<file path="src/hdl/wake_pkg.sv">
`default_nettype none
package wake_pkg;

  // ==========================================================
  // clock and time base
  localparam int MCLK_HZ = 25000000;
  localparam int RC_HZ = 32768;
  localparam int UNIT_TICKS = 4;
  localparam int CAL_TICKS = 32;
  localparam int CAL_EXPECT = CAL_TICKS * MCLK_HZ / RC_HZ;

  // ==========================================================
  // register offsets
  localparam logic [3:0] OFS_CONFIG = 4'h0;
  localparam logic [3:0] OFS_EXPONENT = 4'h1;
  localparam logic [3:0] OFS_MANT_HI = 4'h2;
  localparam logic [3:0] OFS_MANT_LO = 4'h3;
  localparam logic [3:0] OFS_LISTEN = 4'h4;
  localparam logic [3:0] OFS_BATT_THR = 4'h5;
  localparam logic [3:0] OFS_INT_EN = 4'h6;
  localparam logic [3:0] OFS_INT_STATUS = 4'h7;
  localparam logic [3:0] OFS_FAST_STATUS = 4'h8;
  localparam logic [3:0] OFS_COMMAND = 4'h9;
  localparam logic [3:0] OFS_STATE = 4'ha;
  localparam logic [3:0] OFS_CLK_SRC = 4'hb;

  // ==========================================================
  // field positions
  localparam int CFG_ENABLE = 0;
  localparam int CFG_CAL = 1;
  localparam int CFG_BATT = 2;
  localparam int CFG_LISTEN = 3;
  localparam int CFG_BATT_PIN = 4;
  localparam int CFG_RECAL_LSB = 5;
  localparam int ST_WAKE = 0;
  localparam int ST_BATT = 1;
  localparam int CMD_BOOT = 0;

  // ==========================================================
  // values after reset
  localparam logic [7:0] CONFIG_RST = 8'h00;
  localparam logic [3:0] EXPONENT_RST = 4'h0;
  localparam logic [15:0] MANT_RST = 16'h0001;
  localparam logic [7:0] LISTEN_RST = 8'h01;
  localparam logic [4:0] BATT_THR_RST = 5'h00;
  localparam logic [1:0] INT_EN_RST = 2'h0;
  localparam logic [6:0] TRIM_RST = 7'h40;

  // ==========================================================
  // state encodings
  typedef enum logic [1:0] {
    L_IDLE = 2'b00,
    L_WINDOW = 2'b01,
    L_EXTEND = 2'b10
  } listen_e;

  typedef enum logic [1:0] {
    C_IDLE = 2'b00,
    C_XO_WAIT = 2'b01,
    C_MEASURE = 2'b10
  } cal_e;

endpackage : wake_pkg
`default_nettype wire

</file>
<file path="src/hdl/rc_cal.sv">
`default_nettype none
module rc_cal
  import wake_pkg::*;
#(
  parameter int COUNT_W = 16
) (
  // clock and reset
  input wire logic clk,
  input wire logic rst,
  input wire logic clear,
  // request
  input wire logic start,
  output logic busy,
  // oscillators
  input wire logic rc_tick,
  input wire logic xo_ready,
  output logic xo_en,
  output logic [6:0] trim
);

  typedef struct packed {
    cal_e state;
    logic [5:0] ticks;
    logic [COUNT_W-1:0] count;
    logic [6:0] trim;
  } cal_s;

  localparam logic [5:0] LAST_TICK = 6'(CAL_TICKS - 1);
  localparam logic [COUNT_W-1:0] EXPECT = COUNT_W'(CAL_EXPECT);

  cal_s st;
  cal_s next_st;

  // ==========================================================
  // measure rc period against the crystal-derived clock
  always_comb begin
    next_st = st;
    case (st.state)
      C_IDLE: begin
        if (start) begin
          next_st.state = C_XO_WAIT;
        end
      end
      C_XO_WAIT: begin
        next_st.ticks = '0;
        next_st.count = '0;
        if (xo_ready && rc_tick) begin
          next_st.state = C_MEASURE;
        end
      end
      C_MEASURE: begin
        if (st.count != '1) begin
          next_st.count = st.count + 1'b1;
        end
        if (rc_tick) begin
          next_st.ticks = st.ticks + 1'b1;
          if (st.ticks == LAST_TICK) begin
            // too many reference cycles: rc runs slow, speed it up
            if (st.count > EXPECT && st.trim != '1) begin
              next_st.trim = st.trim + 1'b1;
            end else if (st.count < EXPECT && st.trim != '0) begin
              next_st.trim = st.trim - 1'b1;
            end
            next_st.state = C_IDLE;
          end
        end
      end
      default: begin
        next_st.state = C_IDLE;
      end
    endcase
    if (clear) begin
      next_st = '{C_IDLE, 6'h00, '0, TRIM_RST};
    end
  end

  always_ff @(posedge clk or posedge rst) begin
    if (rst) begin
      st <= '{C_IDLE, 6'h00, '0, TRIM_RST};
    end else begin
      st <= next_st;
    end
  end

  assign busy = (st.state != C_IDLE);
  assign xo_en = (st.state != C_IDLE);
  assign trim = st.trim;
endmodule : rc_cal
`default_nettype wire

</file>
<file path="src/hdl/wake_timer.sv">
`default_nettype none
// Operation
// - count on selected 32 kHz tick source
// - enabled timer keeps counting through sleep
// - period is mantissa times 4 shl exponent
// - expiry raises interrupt when interrupt-enabled
// - calibrate at boot command and shutdown exit
// - periodic recalibration only when enabled, interval
// - calibration starts crystal, compares, trims rc
// - window is setting times 4 shl exponent
// - listen mode opens receive every wake period
// - no preamble: return idle at window end
// - preamble seen extends window for packet
// - at most two windows, then back idle
// - battery monitor only with timer enabled
// - compare battery with threshold at expiry
// - threshold code steps 50 mV, 1.5-3.05 V
// - low battery via interrupt or direct pin
// - interrupt output low while enabled event pending
// - shutdown high clears everything, stops operation
module wake_timer
  import wake_pkg::*;
#(
  parameter int EXP_W = 4,
  parameter int PRE_W = 20
) (
  // clock and reset
  input wire logic MCLK,
  input wire logic RESET,
  // register port
  input wire logic [3:0] ADDR,
  input wire logic [7:0] WDATA,
  input wire logic WR,
  input wire logic RD,
  output logic [7:0] RDATA,
  // time base
  input wire logic RC_TICK,
  input wire logic XTAL_TICK,
  // power
  input wire logic SHUTDOWN,
  // receiver
  input wire logic PREAMBLE_OK,
  input wire logic PKT_DONE,
  output logic RX_ON,
  // battery
  input wire logic [4:0] BATT_LEVEL,
  output logic LOW_BATT,
  // calibration
  input wire logic XO_READY,
  output logic XO_EN,
  output logic [6:0] RC_TRIM,
  // interrupt
  output logic IRQ_N
);

  // ==========================================================
  // state
  typedef struct packed {
    logic [7:0] cfg;
    logic clk_src;
    logic [EXP_W-1:0] exponent;
    logic [15:0] mantissa;
    logic [7:0] window;
    logic [4:0] thr;
    logic [1:0] int_en;
    logic [1:0] status;
    logic [7:0] rdata;
    logic [PRE_W-1:0] pre;
    logic [15:0] mcnt;
    listen_e lst;
    logic [7:0] wcnt;
    logic seen;
    logic batt_low;
    logic [7:0] recal_cnt;
    logic cal_pend;
    logic shut_q;
  } wake_s;

  localparam wake_s RST_ST = '{
    cfg: CONFIG_RST, clk_src: 1'b0, exponent: EXP_W'(EXPONENT_RST),
    mantissa: MANT_RST, window: LISTEN_RST, thr: BATT_THR_RST,
    int_en: INT_EN_RST, status: 2'b00, rdata: 8'h00, pre: '0,
    mcnt: 16'h0000, lst: L_IDLE, wcnt: 8'h00, seen: 1'b0,
    batt_low: 1'b0, recal_cnt: 8'h00, cal_pend: 1'b0, shut_q: 1'b0};

  wake_s st;
  wake_s next_st;

  logic tick;
  logic [PRE_W-1:0] unit_len;
  logic unit;
  logic expire;
  logic window_end;
  logic cal_start;
  logic cal_busy;
  logic [1:0] rd_clear;
  logic [1:0] set_flags;
  logic [7:0] recal_last;

  // ==========================================================
  // time base and wake counter
  assign tick = st.clk_src ? XTAL_TICK : RC_TICK;
  assign unit_len = PRE_W'(UNIT_TICKS) << st.exponent;
  assign unit = st.cfg[CFG_ENABLE] && tick && (st.pre == unit_len - 1'b1);
  // mantissa of zero behaves as one rather than never expiring
  assign expire = unit && (17'(st.mcnt) + 17'd1 >= 17'(st.mantissa));
  assign window_end = unit && (9'(st.wcnt) + 9'd1 >= 9'(st.window));
  assign recal_last = (8'h01 << st.cfg[CFG_RECAL_LSB +: 3]) - 8'h01;
  assign cal_start = st.cal_pend && !cal_busy && !SHUTDOWN;

  always_comb begin
    rd_clear = 2'b00;
    if (RD && (ADDR == OFS_INT_STATUS || ADDR == OFS_FAST_STATUS)) begin
      rd_clear = 2'b11;
    end
  end

  always_comb begin
    next_st = st;
    set_flags = 2'b00;

    // wake counter, reload on every expiry
    if (!st.cfg[CFG_ENABLE]) begin
      next_st.pre = '0;
      next_st.mcnt = 16'h0000;
    end else if (tick) begin
      next_st.pre = unit ? '0 : st.pre + 1'b1;
      if (expire) begin
        next_st.mcnt = 16'h0000;
      end else if (unit) begin
        next_st.mcnt = st.mcnt + 16'h0001;
      end
    end

    if (expire) begin
      set_flags[ST_WAKE] = 1'b1;
    end

    // battery compare at each expiry
    if (expire && st.cfg[CFG_BATT]) begin
      // codes count 50 mV steps above 1.5 V, so a plain compare works
      next_st.batt_low = (BATT_LEVEL < st.thr);
      if (BATT_LEVEL < st.thr && !st.cfg[CFG_BATT_PIN]) begin
        set_flags[ST_BATT] = 1'b1;
      end
    end
    if (!st.cfg[CFG_ENABLE] || !st.cfg[CFG_BATT]) begin
      next_st.batt_low = 1'b0;
    end

    // periodic recalibration
    if (expire && st.cfg[CFG_CAL]) begin
      if (st.recal_cnt >= recal_last) begin
        next_st.recal_cnt = 8'h00;
        next_st.cal_pend = 1'b1;
      end else begin
        next_st.recal_cnt = st.recal_cnt + 8'h01;
      end
    end
    if (cal_start) begin
      next_st.cal_pend = 1'b0;
    end

    // duty-cycled listen windows
    case (st.lst)
      L_IDLE: begin
        if (expire && st.cfg[CFG_LISTEN]) begin
          next_st.lst = L_WINDOW;
          next_st.wcnt = 8'h00;
          next_st.seen = 1'b0;
        end
      end
      L_WINDOW: begin
        if (PREAMBLE_OK) begin
          next_st.seen = 1'b1;
        end
        if (PKT_DONE) begin
          next_st.lst = L_IDLE;
        end else if (window_end) begin
          next_st.wcnt = 8'h00;
          if (st.seen || PREAMBLE_OK) begin
            next_st.lst = L_EXTEND;
          end else begin
            next_st.lst = L_IDLE;
          end
        end else if (unit) begin
          next_st.wcnt = st.wcnt + 8'h01;
        end
      end
      L_EXTEND: begin
        if (PKT_DONE || window_end) begin
          next_st.lst = L_IDLE;
        end else if (unit) begin
          next_st.wcnt = st.wcnt + 8'h01;
        end
      end
      default: begin
        next_st.lst = L_IDLE;
      end
    endcase
    if (!st.cfg[CFG_ENABLE] || !st.cfg[CFG_LISTEN]) begin
      next_st.lst = L_IDLE;
    end

    // register writes
    if (WR) begin
      case (ADDR)
        OFS_CONFIG: next_st.cfg = WDATA;
        OFS_EXPONENT: next_st.exponent = WDATA[EXP_W-1:0];
        OFS_MANT_HI: next_st.mantissa[15:8] = WDATA;
        OFS_MANT_LO: next_st.mantissa[7:0] = WDATA;
        OFS_LISTEN: next_st.window = WDATA;
        OFS_BATT_THR: next_st.thr = WDATA[4:0];
        OFS_INT_EN: next_st.int_en = WDATA[1:0];
        OFS_CLK_SRC: next_st.clk_src = WDATA[0];
        OFS_COMMAND: begin
          if (WDATA[CMD_BOOT]) begin
            next_st.cal_pend = 1'b1;
          end
        end
        default: begin
        end
      endcase
    end

    // register reads, data one cycle later
    next_st.rdata = 8'h00;
    if (RD) begin
      case (ADDR)
        OFS_CONFIG: next_st.rdata = st.cfg;
        OFS_EXPONENT: next_st.rdata = 8'(st.exponent);
        OFS_MANT_HI: next_st.rdata = st.mantissa[15:8];
        OFS_MANT_LO: next_st.rdata = st.mantissa[7:0];
        OFS_LISTEN: next_st.rdata = st.window;
        OFS_BATT_THR: next_st.rdata = {3'b000, st.thr};
        OFS_INT_EN: next_st.rdata = {6'h00, st.int_en};
        OFS_INT_STATUS: next_st.rdata = {6'h00, st.status};
        OFS_FAST_STATUS: next_st.rdata = {6'h00, st.status};
        OFS_STATE: next_st.rdata = {cal_busy, st.batt_low, st.seen, st.lst != L_IDLE,
          st.cal_pend, st.clk_src, 2'(st.lst)};
        OFS_CLK_SRC: next_st.rdata = {7'h00, st.clk_src};
        default: next_st.rdata = 8'h00;
      endcase
    end

    // sticky flags: a new event wins over the read that clears
    next_st.status = (st.status & ~rd_clear) | set_flags;

    // shutdown wipes all settings; its release asks for calibration
    next_st.shut_q = SHUTDOWN;
    if (SHUTDOWN) begin
      next_st = RST_ST;
      next_st.shut_q = 1'b1;
    end else if (st.shut_q) begin
      next_st.cal_pend = 1'b1;
    end
  end

  always_ff @(posedge MCLK or posedge RESET) begin
    if (RESET) begin
      st <= RST_ST;
    end else begin
      st <= next_st;
    end
  end

  // ==========================================================
  // calibration engine
  rc_cal #(
    .COUNT_W(16)
  ) u_cal (
    .clk(MCLK),
    .rst(RESET),
    .clear(SHUTDOWN),
    .start(cal_start),
    .busy(cal_busy),
    .rc_tick(RC_TICK),
    .xo_ready(XO_READY),
    .xo_en(XO_EN),
    .trim(RC_TRIM)
  );

  // ==========================================================
  // outputs
  assign RDATA = st.rdata;
  assign RX_ON = (st.lst != L_IDLE);
  assign LOW_BATT = st.batt_low && st.cfg[CFG_BATT_PIN];
  assign IRQ_N = ~|(st.status & st.int_en);
endmodule : wake_timer
`default_nettype wire

</file>
<file path="config.mk">
export PLATFORM = sky130hd
export DESIGN_NAME = wake_timer
export DESIGN_NICKNAME = d
export VERILOG_FILES = /design/src/hdl/wake_pkg.sv /design/src/hdl/rc_cal.sv /design/src/hdl/wake_timer.sv
export SDC_FILE = /design/constraint.sdc
export NUM_CORES = 1
export LEC_CHECK = 0
export ABC_AREA = 1
export ABC_CLOCK_PERIOD_IN_PS = 3700
export BUFFER_PORTS_ARGS = -buffer_cell sky130_fd_sc_hd__buf_4
export CORE_ASPECT_RATIO = 0.75
export CORE_MARGIN = 4
export CORE_UTILIZATION = 45
export DETAILED_ROUTE_END_ITERATION = 8
export GPL_ROUTABILITY_DRIVEN = 0
export GPL_TIMING_DRIVEN = 1
export PLACE_DENSITY = 0.76
export SETUP_SLACK_MARGIN = 0.2
export SYNTH_ARGS = -nofsm -noshare
export SYNTH_HDL_FRONTEND = slang
export SYNTH_HIERARCHICAL = 1
export SYNTH_SLANG_ARGS = --single-unit
</file>
<file path="constraint.sdc">
create_clock -name MCLK -period 3.7 [get_ports MCLK]
set_clock_uncertainty 0.05 [all_clocks]
set_input_delay 0.74 -clock MCLK [delete_from_list [all_inputs] [get_ports MCLK]]
set_output_delay 0.74 -clock MCLK [all_outputs]
set_load 0.1 [all_outputs]
</file>
**Word level (Yosys, flattened, before mapping)**

Index checks and enable logic that the tools add are counted.

- Bits in registers: 143
- Word-level logic and storage cells: 210

- Add/subtract/negate cells: 12
- $lt $le $gt $ge: 6
- Equal/unequal tests: 33
- Shift-type cells: 2
- Multiplexer cells: 61
- Bitwise gates (word level): 4
- Reduce and logical (&&, ||, !) cells: 69

Operators by type and width:

| cell | number |
|---|---|
| $mux 110 | 1 |
| $mux 8 | 11 |
| $pmux 8 s10 | 1 |
| $mux 36 | 2 |
| $mux 16 | 3 |
| $mux 44 | 1 |
| $pmux 22 s2 | 1 |
| $mux 7 | 5 |
| $add 16x1->16 const B | 2 |
| $mux 31 | 1 |
| $reduce_bool 2->1 | 15 |
| $pmux 8 s3 | 1 |
| $reduce_and 2->1 | 11 |
| $add 20x1->20 const B | 1 |
| $eq 20x20->1 | 1 |
| $mux 2 | 10 |
| $mux 20 | 1 |
| $shl 3x4->20 const A | 1 |
| $sub 20x1->20 const B | 1 |
| $ne 3x3->1 const B | 6 |
| $add 16x1->17 const B | 1 |
| $ge 17x16->1 | 1 |
| $add 8x1->8 const B | 2 |
| $eq 4x3->1 const B | 4 |
| 44 further kinds | 103 |

**Longest topological paths before layout**

Gate-level depths: netlist of the first run.

- Depth in word-level cells: 13
- Depth in mapped cells: 23
- Mapped depth without buffers: 23

**Modules after synthesis**

Netlist of the first run, hierarchy kept.

Modules (own cells, without submodules):

| module | instances | cells each | area an instance (um^2) | sequential area each (um^2) |
|---|---|---|---|---|
| wake_timer | 1 | 1022 | 7484.7 | 2805.2 |
| rc_cal | 1 | 316 | 2319.7 | 777.0 |

**Worst setup path after synthesis of the first run**

OpenSTA, ideal clock, no wires.

- Path kind: register to register
- Start point: register, netlist name st[22]
- End point: register, netlist name st[2]
- Setup time: 118 ps
- Arrival time: 2967 ps
- Slack: 566 ps
- Stages on the path, launching flop included: 20
- Buffers on the path: 0
- Clock period less this slack: 3134 ps
- Cell sequence: dfrtp_1 -> ha_1 -> nand3_1 -> nor3_1 -> nand4_1 -> nor3_1 -> xor2_1 -> inv_1 -> ha_1 -> nand2_1 -> nor4_1 -> a21boi_0 -> nand3_1 -> inv_1 -> nor2_4 -> inv_2 -> nor2_8 -> nor2_2 -> a21oi_1 -> nor2_1

==> out/results.ini, run 1 <==
[pwr]
clkPwrFrac=0.397
switching_share=0.319
combPwrFrac=0.190
p_per_area_nw_per_um2=361
p_leak_nw=5.49
p_sw_mw=1.29
pwr-share-seq=0.413
peakVddDrop_v=0.000312
internal_power_mw=2.76

[die]
row_count=46
die_area_um2=24200
fp.coreArea_um2=21300
die_w_um=178
pin_count=46
start_util=0.460
die_y_um=136

[worst_hold_path]
hold_class=input pin to asynchronous set/reset pin

[setup_path]
endpoint_kind=register
cp-start-kind=register
max_stage_delay_ns=0.44
worst-path-buf-inv=4
critPathMaxFanout=8
slowest_stage=dfrtp_1
cpLargestDelayFamily=simple AND/OR/NAND/NOR gates
cp_cell_sequence=ha_4, nand3_4, nor3_4, buf_6, nand2_1, nor2_2, xor2_1, inv_1, ha_4, nand2_1, nor3_2, o21ai_0, nand2_1, nand2_1, nand3_2, nand4_1, nand3_4, buf_12, nand3_1, nand2_1, inv_1
worst_ep_arrival_time_ns=3.71
crit_type=register to register
required_ns=3.98
crit_path_frequent_cell=nand2_1

[clocking]
clkLatencyLatePin_ns=0.44
clk_pin_slew_ns=0.06
holdBufCountCts=0
cts_tree=built
cts-htree-levels=4
cts-root-buf=clkbuf_16
clockBufferDepth=2
numCtsBuffers=17
clock-sinks=143

[yosys]
synth_ff_type=dfrtp_1
synth_most_common_cell=nand2_1
ys_warn_count=6
ys_top_cells_by_area=dfrtp_1, nand2_1, inv_1
synth_edf_count=0
avgSynthCellArea_um2=7.33
synth_seq_cells=143
synth_cell_types=55
syn_nets=1419
netlist_instances=1338
synthesis.area_um2=9800
async_reset_ff_frac=1.00
yosysTopAreaCell=dfrtp_1
synth_common_cells=nand2_1, inv_1, dfrtp_1, nor2_1, nand3_1
synth_top_cell_area_share=0.357
ys_seq_area_frac=0.365

[placement]
placed_cells_incl_taps=1659
dp_worst_setup_slack_ns=0.0947
hpwl_mm=20.8
port_buffers=45

[routing]
drc=0
wl_mm=28.0
via_per_inst=5.57
first_pass_iters=6
wire_per_inst_um=16.5
ant_nets=0
drt_iter0_drc=1135
num_vias=9452

[sta]
fin_crit_sh=0.926
maxSlewViolCount=0
worst_pin_slew_ns=0.884
hold_violations=0
max_freq_ghz=0.292
slew-limit-headroom=0.409
finalSetupViolations=0
min_period_ns=3.43
postLayoutSetupSlackWorst_ns=0.273
setup_tns_ns=0

[final_layout]
stdcell_count=1697
final_nets=1478
drive_above_1_share=0.138
fill_cells=2036
diodes=0
synthToLayoutAreaGrowth_pct=14.4

[global_route]
grt_pass1_vias=8452
grtUsageTotal=0.232
grt_pass1_wl_mm=44.1
grt_max_degree=42
antenna_found_initial=1
grt-ovfl-total=0

[status]
status=finished clean

[flow_run]
cap_violations=0

==> stage by stage <==
step                hold WS, ns  utilization  power (mW)  instance area [um^2]
floorplan                 0.403            -        2.22                  9810
global placement          0.416        0.491        2.41                 10500
detailed placement        0.423        0.491        2.43                 10500
finish                    0.369        0.527        4.05                 11200
global route              0.398        0.527        4.22                 11200
CTS                       0.368        0.517        4.04                 11000
==> power by group through the flow <==
stage	registers (mW)	logic [mW]	clock network, mW
2_1_floorplan	1.68	0.533	0
3_3_place_gp	1.70	0.719	0
3_5_place_dp	1.70	0.734	0
4_1_cts	1.67	0.742	1.62
5_1_grt	1.68	0.848	1.69
6_report	1.67	0.772	1.61
==> metal layers <==
layer,track usage,wire length (um),up-vias
li1,-,-,4469
met1,0.354,12600,4416
met2,0.313,11500,519
met3,0.0662,3320,48
met4,0.0758,514,0
met5,0,0,-
==> what timing repair did <==
item / in CTS / in global routing
pin swaps: 1 / 15
resized for setup: 1 / 33
setup buffers: 2 / 5
setup endpoints to repair: 16 / 39
==> kinds of logic after synthesis <==
logic type,Yosys count,synth area share
and+or+nand+nor,646,0.302
other,1,0.000382
AOI/OAI and AO/OA,203,0.121
DFF,143,0.365
buffers and inverters,251,0.105
adders and majority gates,54,0.0697
xor gates and xnor gates,40,0.0357
==> layout by cell type (no fill, tap or decap), types with 4 or more instances in the layout <==
cell type / count
o21ai_1: 18
clkbuf_1: 4
clkbuf_16: 17
inv_2: 16
nor2_1: 124
inv_1: 201
nor3_1: 26
a221oi_1: 7
o21ai_0: 68
nand3b_1: 13
xor2_1: 36
o21ai_2: 7
clkinv_2: 7
buf_4: 66
nor2_4: 8
nor2_2: 6
nand4_1: 36
nand2_1: 309
o22ai_1: 28
ha_1: 50
nand2_2: 12
dfrtp_1: 138
a21oi_1: 55
nand3_4: 4
nand3_2: 8
xnor2_1: 4
nor3_2: 5
nand3_1: 79
nand2_4: 8
==> final timing paths <==
path / cells past startpoint / end / from / slack, ns
min in group MCLK: 2 / st[85]$_DFFE_PP0P_ / st[85]$_DFFE_PP0P_ / 0.44
worst min-delay path: 3 / u_cal/st[26]$_DFFE_PP0P_ / RESET / 0.37
worst max-delay path: 21 / st[14]$_DFFE_PP0P_ / st[22]$_DFFE_PP0P_ / 0.27
worst min register to register: 2 / st[85]$_DFFE_PP0P_ / st[85]$_DFFE_PP0P_ / 0.44
max in group asynchronous: 3 / st[24]$_DFFE_PP0P_ / RESET / 2.39
worst max register to register: 21 / st[14]$_DFFE_PP0P_ / st[22]$_DFFE_PP0P_ / 0.27
==> state kept, by name, summed over array words and instances (netlist names) <==
signal      count
RDATA           8
st            104
u_cal/st       24
u_cal/trim      7
==> worst reg2reg max path: stages, from the launching register on <==
cell and delay (ns):
dfrtp_1 0.44, ha_4 0.19, nand3_4 0.09, nor3_4 0.19, buf_6 0.12, nand2_1 0.08, nor2_2 0.17, xor2_1 0.22
inv_1 0.11, ha_4 0.28, nand2_1 0.08, nor3_2 0.21, o21ai_0 0.13, nand2_1 0.11, nand2_1 0.07, nand3_2 0.10
nand4_1 0.17, nand3_4 0.20, buf_12 0.14, nand3_1 0.08, nand2_1 0.08, inv_1 0.04
==> cell type report <==
type | instances | area, um^2 | share of cell area
Inverter | 221 | 836 | 0.0745
Clock inverter | 9 | 72.6 | 0.00647
Tap cell | 288 | 360 | 0.0321
Timing Repair Buffer | 70 | 558 | 0.0497
Clock buffer | 22 | 454 | 0.0405
Sequential cell | 143 | 3580 | 0.320
Multi-Input combinational cell | 944 | 5350 | 0.477
(Power assumes the default switching activity.)
==> run 2: changes to the inputs <==
--- a/config.mk
+++ b/config.mk
@@ -8,7 +8,7 @@
 export ABC_AREA = 1
 export ABC_CLOCK_PERIOD_IN_PS = 3700
 export BUFFER_PORTS_ARGS = -buffer_cell sky130_fd_sc_hd__buf_4
-export CORE_ASPECT_RATIO = 0.75
+export CORE_ASPECT_RATIO = 1.4
 export CORE_MARGIN = 4
 export CORE_UTILIZATION = 45
 export DETAILED_ROUTE_END_ITERATION = 8
@@ -16,7 +16,7 @@
 export GPL_TIMING_DRIVEN = 1
 export PLACE_DENSITY = 0.76
 export SETUP_SLACK_MARGIN = 0.2
+export SLEW_MARGIN = 20
 export SYNTH_ARGS = -nofsm -noshare
 export SYNTH_HDL_FRONTEND = slang
-export SYNTH_HIERARCHICAL = 1
 export SYNTH_SLANG_ARGS = --single-unit
==> run 2 against run 1 <==
  * Die area shrank 3.2%
  * Global-route usage decreased by 1.9 points
  * Area after synthesis is 3.4% lower
  * Critical path type unchanged
  * Critical endpoint is now st[6]$_DFFE_PP0P_
  * Synthesized cell count is 4.1% lower
  * Non-clock buffer count down 18
  * Register-to-register slack better by 0.20 ns
  * Critical path depth decreased by 1
  * Count of clock-buffer cells in the layout fell by 2
==> out/results.ini, run 2 <==
[setup_path]
cp-start-kind=register
r2r_end=st[6]$_DFFE_PP0P_
r2r_setup_slack_ns=0.47  ; +0.20 ns
ff2ff_path_depth=20  ; -4.8%
worst_ep_arrival_time_ns=3.49  ; -0.22 ns
crit_type=register to register
slowest_stage=dfrtp_1
endpoint_kind=register
cpLargestDelayFamily=simple AND/OR/NAND/NOR gates
r2r_start=st[22]$_DFFE_PP0P_
cp_cell_sequence=ha_1, nand3_1, nor2_2, nand3_1, nor3_2, nand2_1, xor2_1, ha_1, a21oi_1, o211ai_1, inv_1, nand2_1, nor2_1, nand3_2, nand2_2, inv_2, nand2_4, clkinv_4, nand2_4, o22ai_2
max_stage_delay_ns=0.41  ; -0.03 ns
worst-path-buf-inv=3  ; -1
critPathMaxFanout=5  ; -3
required_ns=3.97  ; about the same

[routing]
wl_mm=24.6  ; -12%
via_per_inst=5.50  ; -1.3%
wire_per_inst_um=15.4  ; -6.4%
drc=0  ; unchanged
first_pass_iters=6  ; unchanged
ant_nets=0  ; unchanged
num_vias=8758  ; -7.3%
drt_iter0_drc=659  ; -42%

[clocking]
clock-sinks=143  ; unchanged
clockBufferDepth=2  ; unchanged
cts_tree=built
cts-htree-levels=4  ; unchanged
numCtsBuffers=17  ; unchanged
cts-root-buf=clkbuf_16
clk_pin_slew_ns=0.07  ; about the same
clkLatencyLatePin_ns=0.44  ; about the same

[final_layout]
fin_area_um2=10600  ; -5.2%
largest_reg_flops=104  ; unchanged
synthToLayoutAreaGrowth_pct=12.2
final_util=0.515  ; -0.0116
fill_cells=1936  ; -4.9%
layout_commonest_cell=nand2_1
regMostFlops=st
layout_common_cells=nand2_1, inv_1, dfrtp_1, nor2_1, o21ai_0
diodes=0  ; unchanged
final_nets=1405  ; -4.9%
drive_above_1_share=0.112  ; -0.0255

[sta]
rsz0062_at_grt=false
hold_violations=0  ; unchanged
setup_tns_ns=0  ; unchanged
worst_pin_slew_ns=0.919  ; +0.0347 ns
min_period_ns=3.23  ; -0.199 ns
finalSetupViolations=0  ; unchanged
slew-limit-headroom=0.383  ; -0.0260
max_freq_ghz=0.310  ; +6.2%
maxSlewViolCount=0  ; unchanged
fin_crit_sh=0.872  ; -0.0537

[placement]
port_buffers=45  ; unchanged
place_area_um2=10000  ; -4.4%
hpwl_mm=18.7  ; -10%

[yosys]
synth_common_cells=nand2_1, inv_1, dfrtp_1, nor2_1, o21ai_0
avgSynthCellArea_um2=7.38  ; +0.77%
synth_edf_count=0  ; unchanged
ys_warn_count=0  ; -6
synth_seq_cells=143  ; unchanged
syn_nets=1364  ; -3.9%
ys_seq_area_frac=0.378  ; +0.0127
async_reset_ff_frac=1.00  ; unchanged
yosysTopAreaCell=dfrtp_1
synth_top_cell_area_share=0.370  ; +0.0125
synth_most_common_cell=nand2_1
synth_ff_type=dfrtp_1
synth_cell_types=57  ; +3.6%
ys_top_cells_by_area=dfrtp_1, nand2_1, inv_1
netlist_instances=1283  ; -4.1%
synthesis.area_um2=9470  ; -3.4%

[die]
die_w_um=131  ; -27%
row_count=62  ; +35%
die_area_um2=23500  ; -3.2%
start_util=0.459  ; -0.00127
die_y_um=180  ; +32%
fp.coreArea_um2=20600  ; -3.1%
pin_count=46  ; unchanged

[global_route]
grt-ovfl-total=0  ; unchanged
grtUsageTotal=0.213  ; -0.0189
grt_pass1_wl_mm=40.3  ; -8.6%
grt_max_degree=46  ; +9.5%
grt_pass1_vias=8537  ; +1.0%
antenna_found_initial=0  ; -1

[pwr]
p_leak_nw=5.10  ; -7.1%
p_per_area_nw_per_um2=368  ; +1.7%
peakVddDrop_v=0.000322  ; +3.4%

[flow_run]
cap_violations=0  ; unchanged

[worst_hold_path]
hold_class=input pin to asynchronous set/reset pin

[status]
status=finished clean

[run 2: changes by cell type after synthesis, sizes merged, moves of 6 or more]
cell,delta
nand3,-27
nor4,+7
nand3b,-6
nand2,-33
a21oi,+9
inv,-13
nand4,-17
o21ai,+17
[run 2: per-stage QoR]
stage,cells,hold slack (ns),power [mW],worst slack (ns)
2_1_floorplan,1283,0.403,2.06,0.773
3_3_place_gp,1560,0.421,2.21,0.317
3_5_place_dp,1560,0.429,2.22,0.171
4_1_cts,1592,0.279,3.91,0.251
5_1_grt,1593,0.302,4.07,0.183
6_report,1593,0.281,3.91,0.472
[run 2: cells by family after synthesis]
family,after synthesis,synth area share
adders and majority gates,54,0.0721
buffers and inverters,239,0.103
DFF,143,0.378
and+or+nand+nor,572,0.270
xor gates and xnor gates,40,0.0370
AOI/OAI and AO/OA,234,0.140
other,1,0.000396
[run 2: cell type report]
type                            count  area, um^2  area share
Tap cell                          256         320      0.0301
Clock inverter                     12         124      0.0117
Multi-Input combinational cell    901        4950       0.466
Inverter                          209         793      0.0746
Timing Repair Buffer               52         403      0.0379
Sequential cell                   143        3580       0.337
Clock buffer                       20         457      0.0430
[run 2: worst max path at each step]
stage | start | to | slack, ns | cells after the start
2_1_floorplan | st[24]$_DFFE_PP0P_ | st[25]$_DFFE_PP0P_ | 0.77 | 19
3_3_place_gp | st[22]$_DFFE_PP0P_ | st[28]$_DFFE_PP0P_ | 0.32 | 17
3_5_place_dp | st[22]$_DFFE_PP0P_ | st[31]$_DFFE_PP0P_ | 0.17 | 17
4_1_cts | st[22]$_DFFE_PP0P_ | st[18]$_DFFE_PP0P_ | 0.25 | 19
5_1_grt | st[22]$_DFFE_PP0P_ | st[2]$_DFFE_PP0P_ | 0.18 | 20
6_report | st[22]$_DFFE_PP0P_ | st[6]$_DFFE_PP0P_ | 0.47 | 20
[run 2: repair_timing]
action | CTS | global route
endpoints found under the hold margin | 0 | 0
resized for setup | 1 | 9
setup endpoints to repair | 16 | 38
cloned | 0 | 0
hold buffers | 0 | 0
pin swaps | 0 | 1
buffers inserted | 0 | 1
[run 2: layer usage]
layer / up-vias / GRT usage / wire (um)
li1: 4254 / - / -
met1: 4117 / 0.242 / 9380
met2: 293 / 0.376 / 12900
met3: 94 / 0.0413 / 1210
met4: 0 / 0.100 / 1070
met5: - / 0 / 0
[run 2: worst register-to-register path: stages (launching register included)]
cell and delay [ns]:
dfrtp_1 0.41, ha_1 0.21, nand3_1 0.16, nor2_2 0.15
nand3_1 0.15, nor3_2 0.16, nand2_1 0.09, xor2_1 0.21
ha_1 0.30, a21oi_1 0.17, o211ai_1 0.10, inv_1 0.09
nand2_1 0.05, nor2_1 0.11, nand3_2 0.16, nand2_2 0.13
inv_2 0.07, nand2_4 0.10, clkinv_4 0.09, nand2_4 0.11
o22ai_2 0.07
[run 2: power breakdown]
group,internal [mW],switching [mW]
Sequential,1.61,0.0435
Clock,0.977,0.721
Combinational,0.160,0.394
Total,2.75,1.16
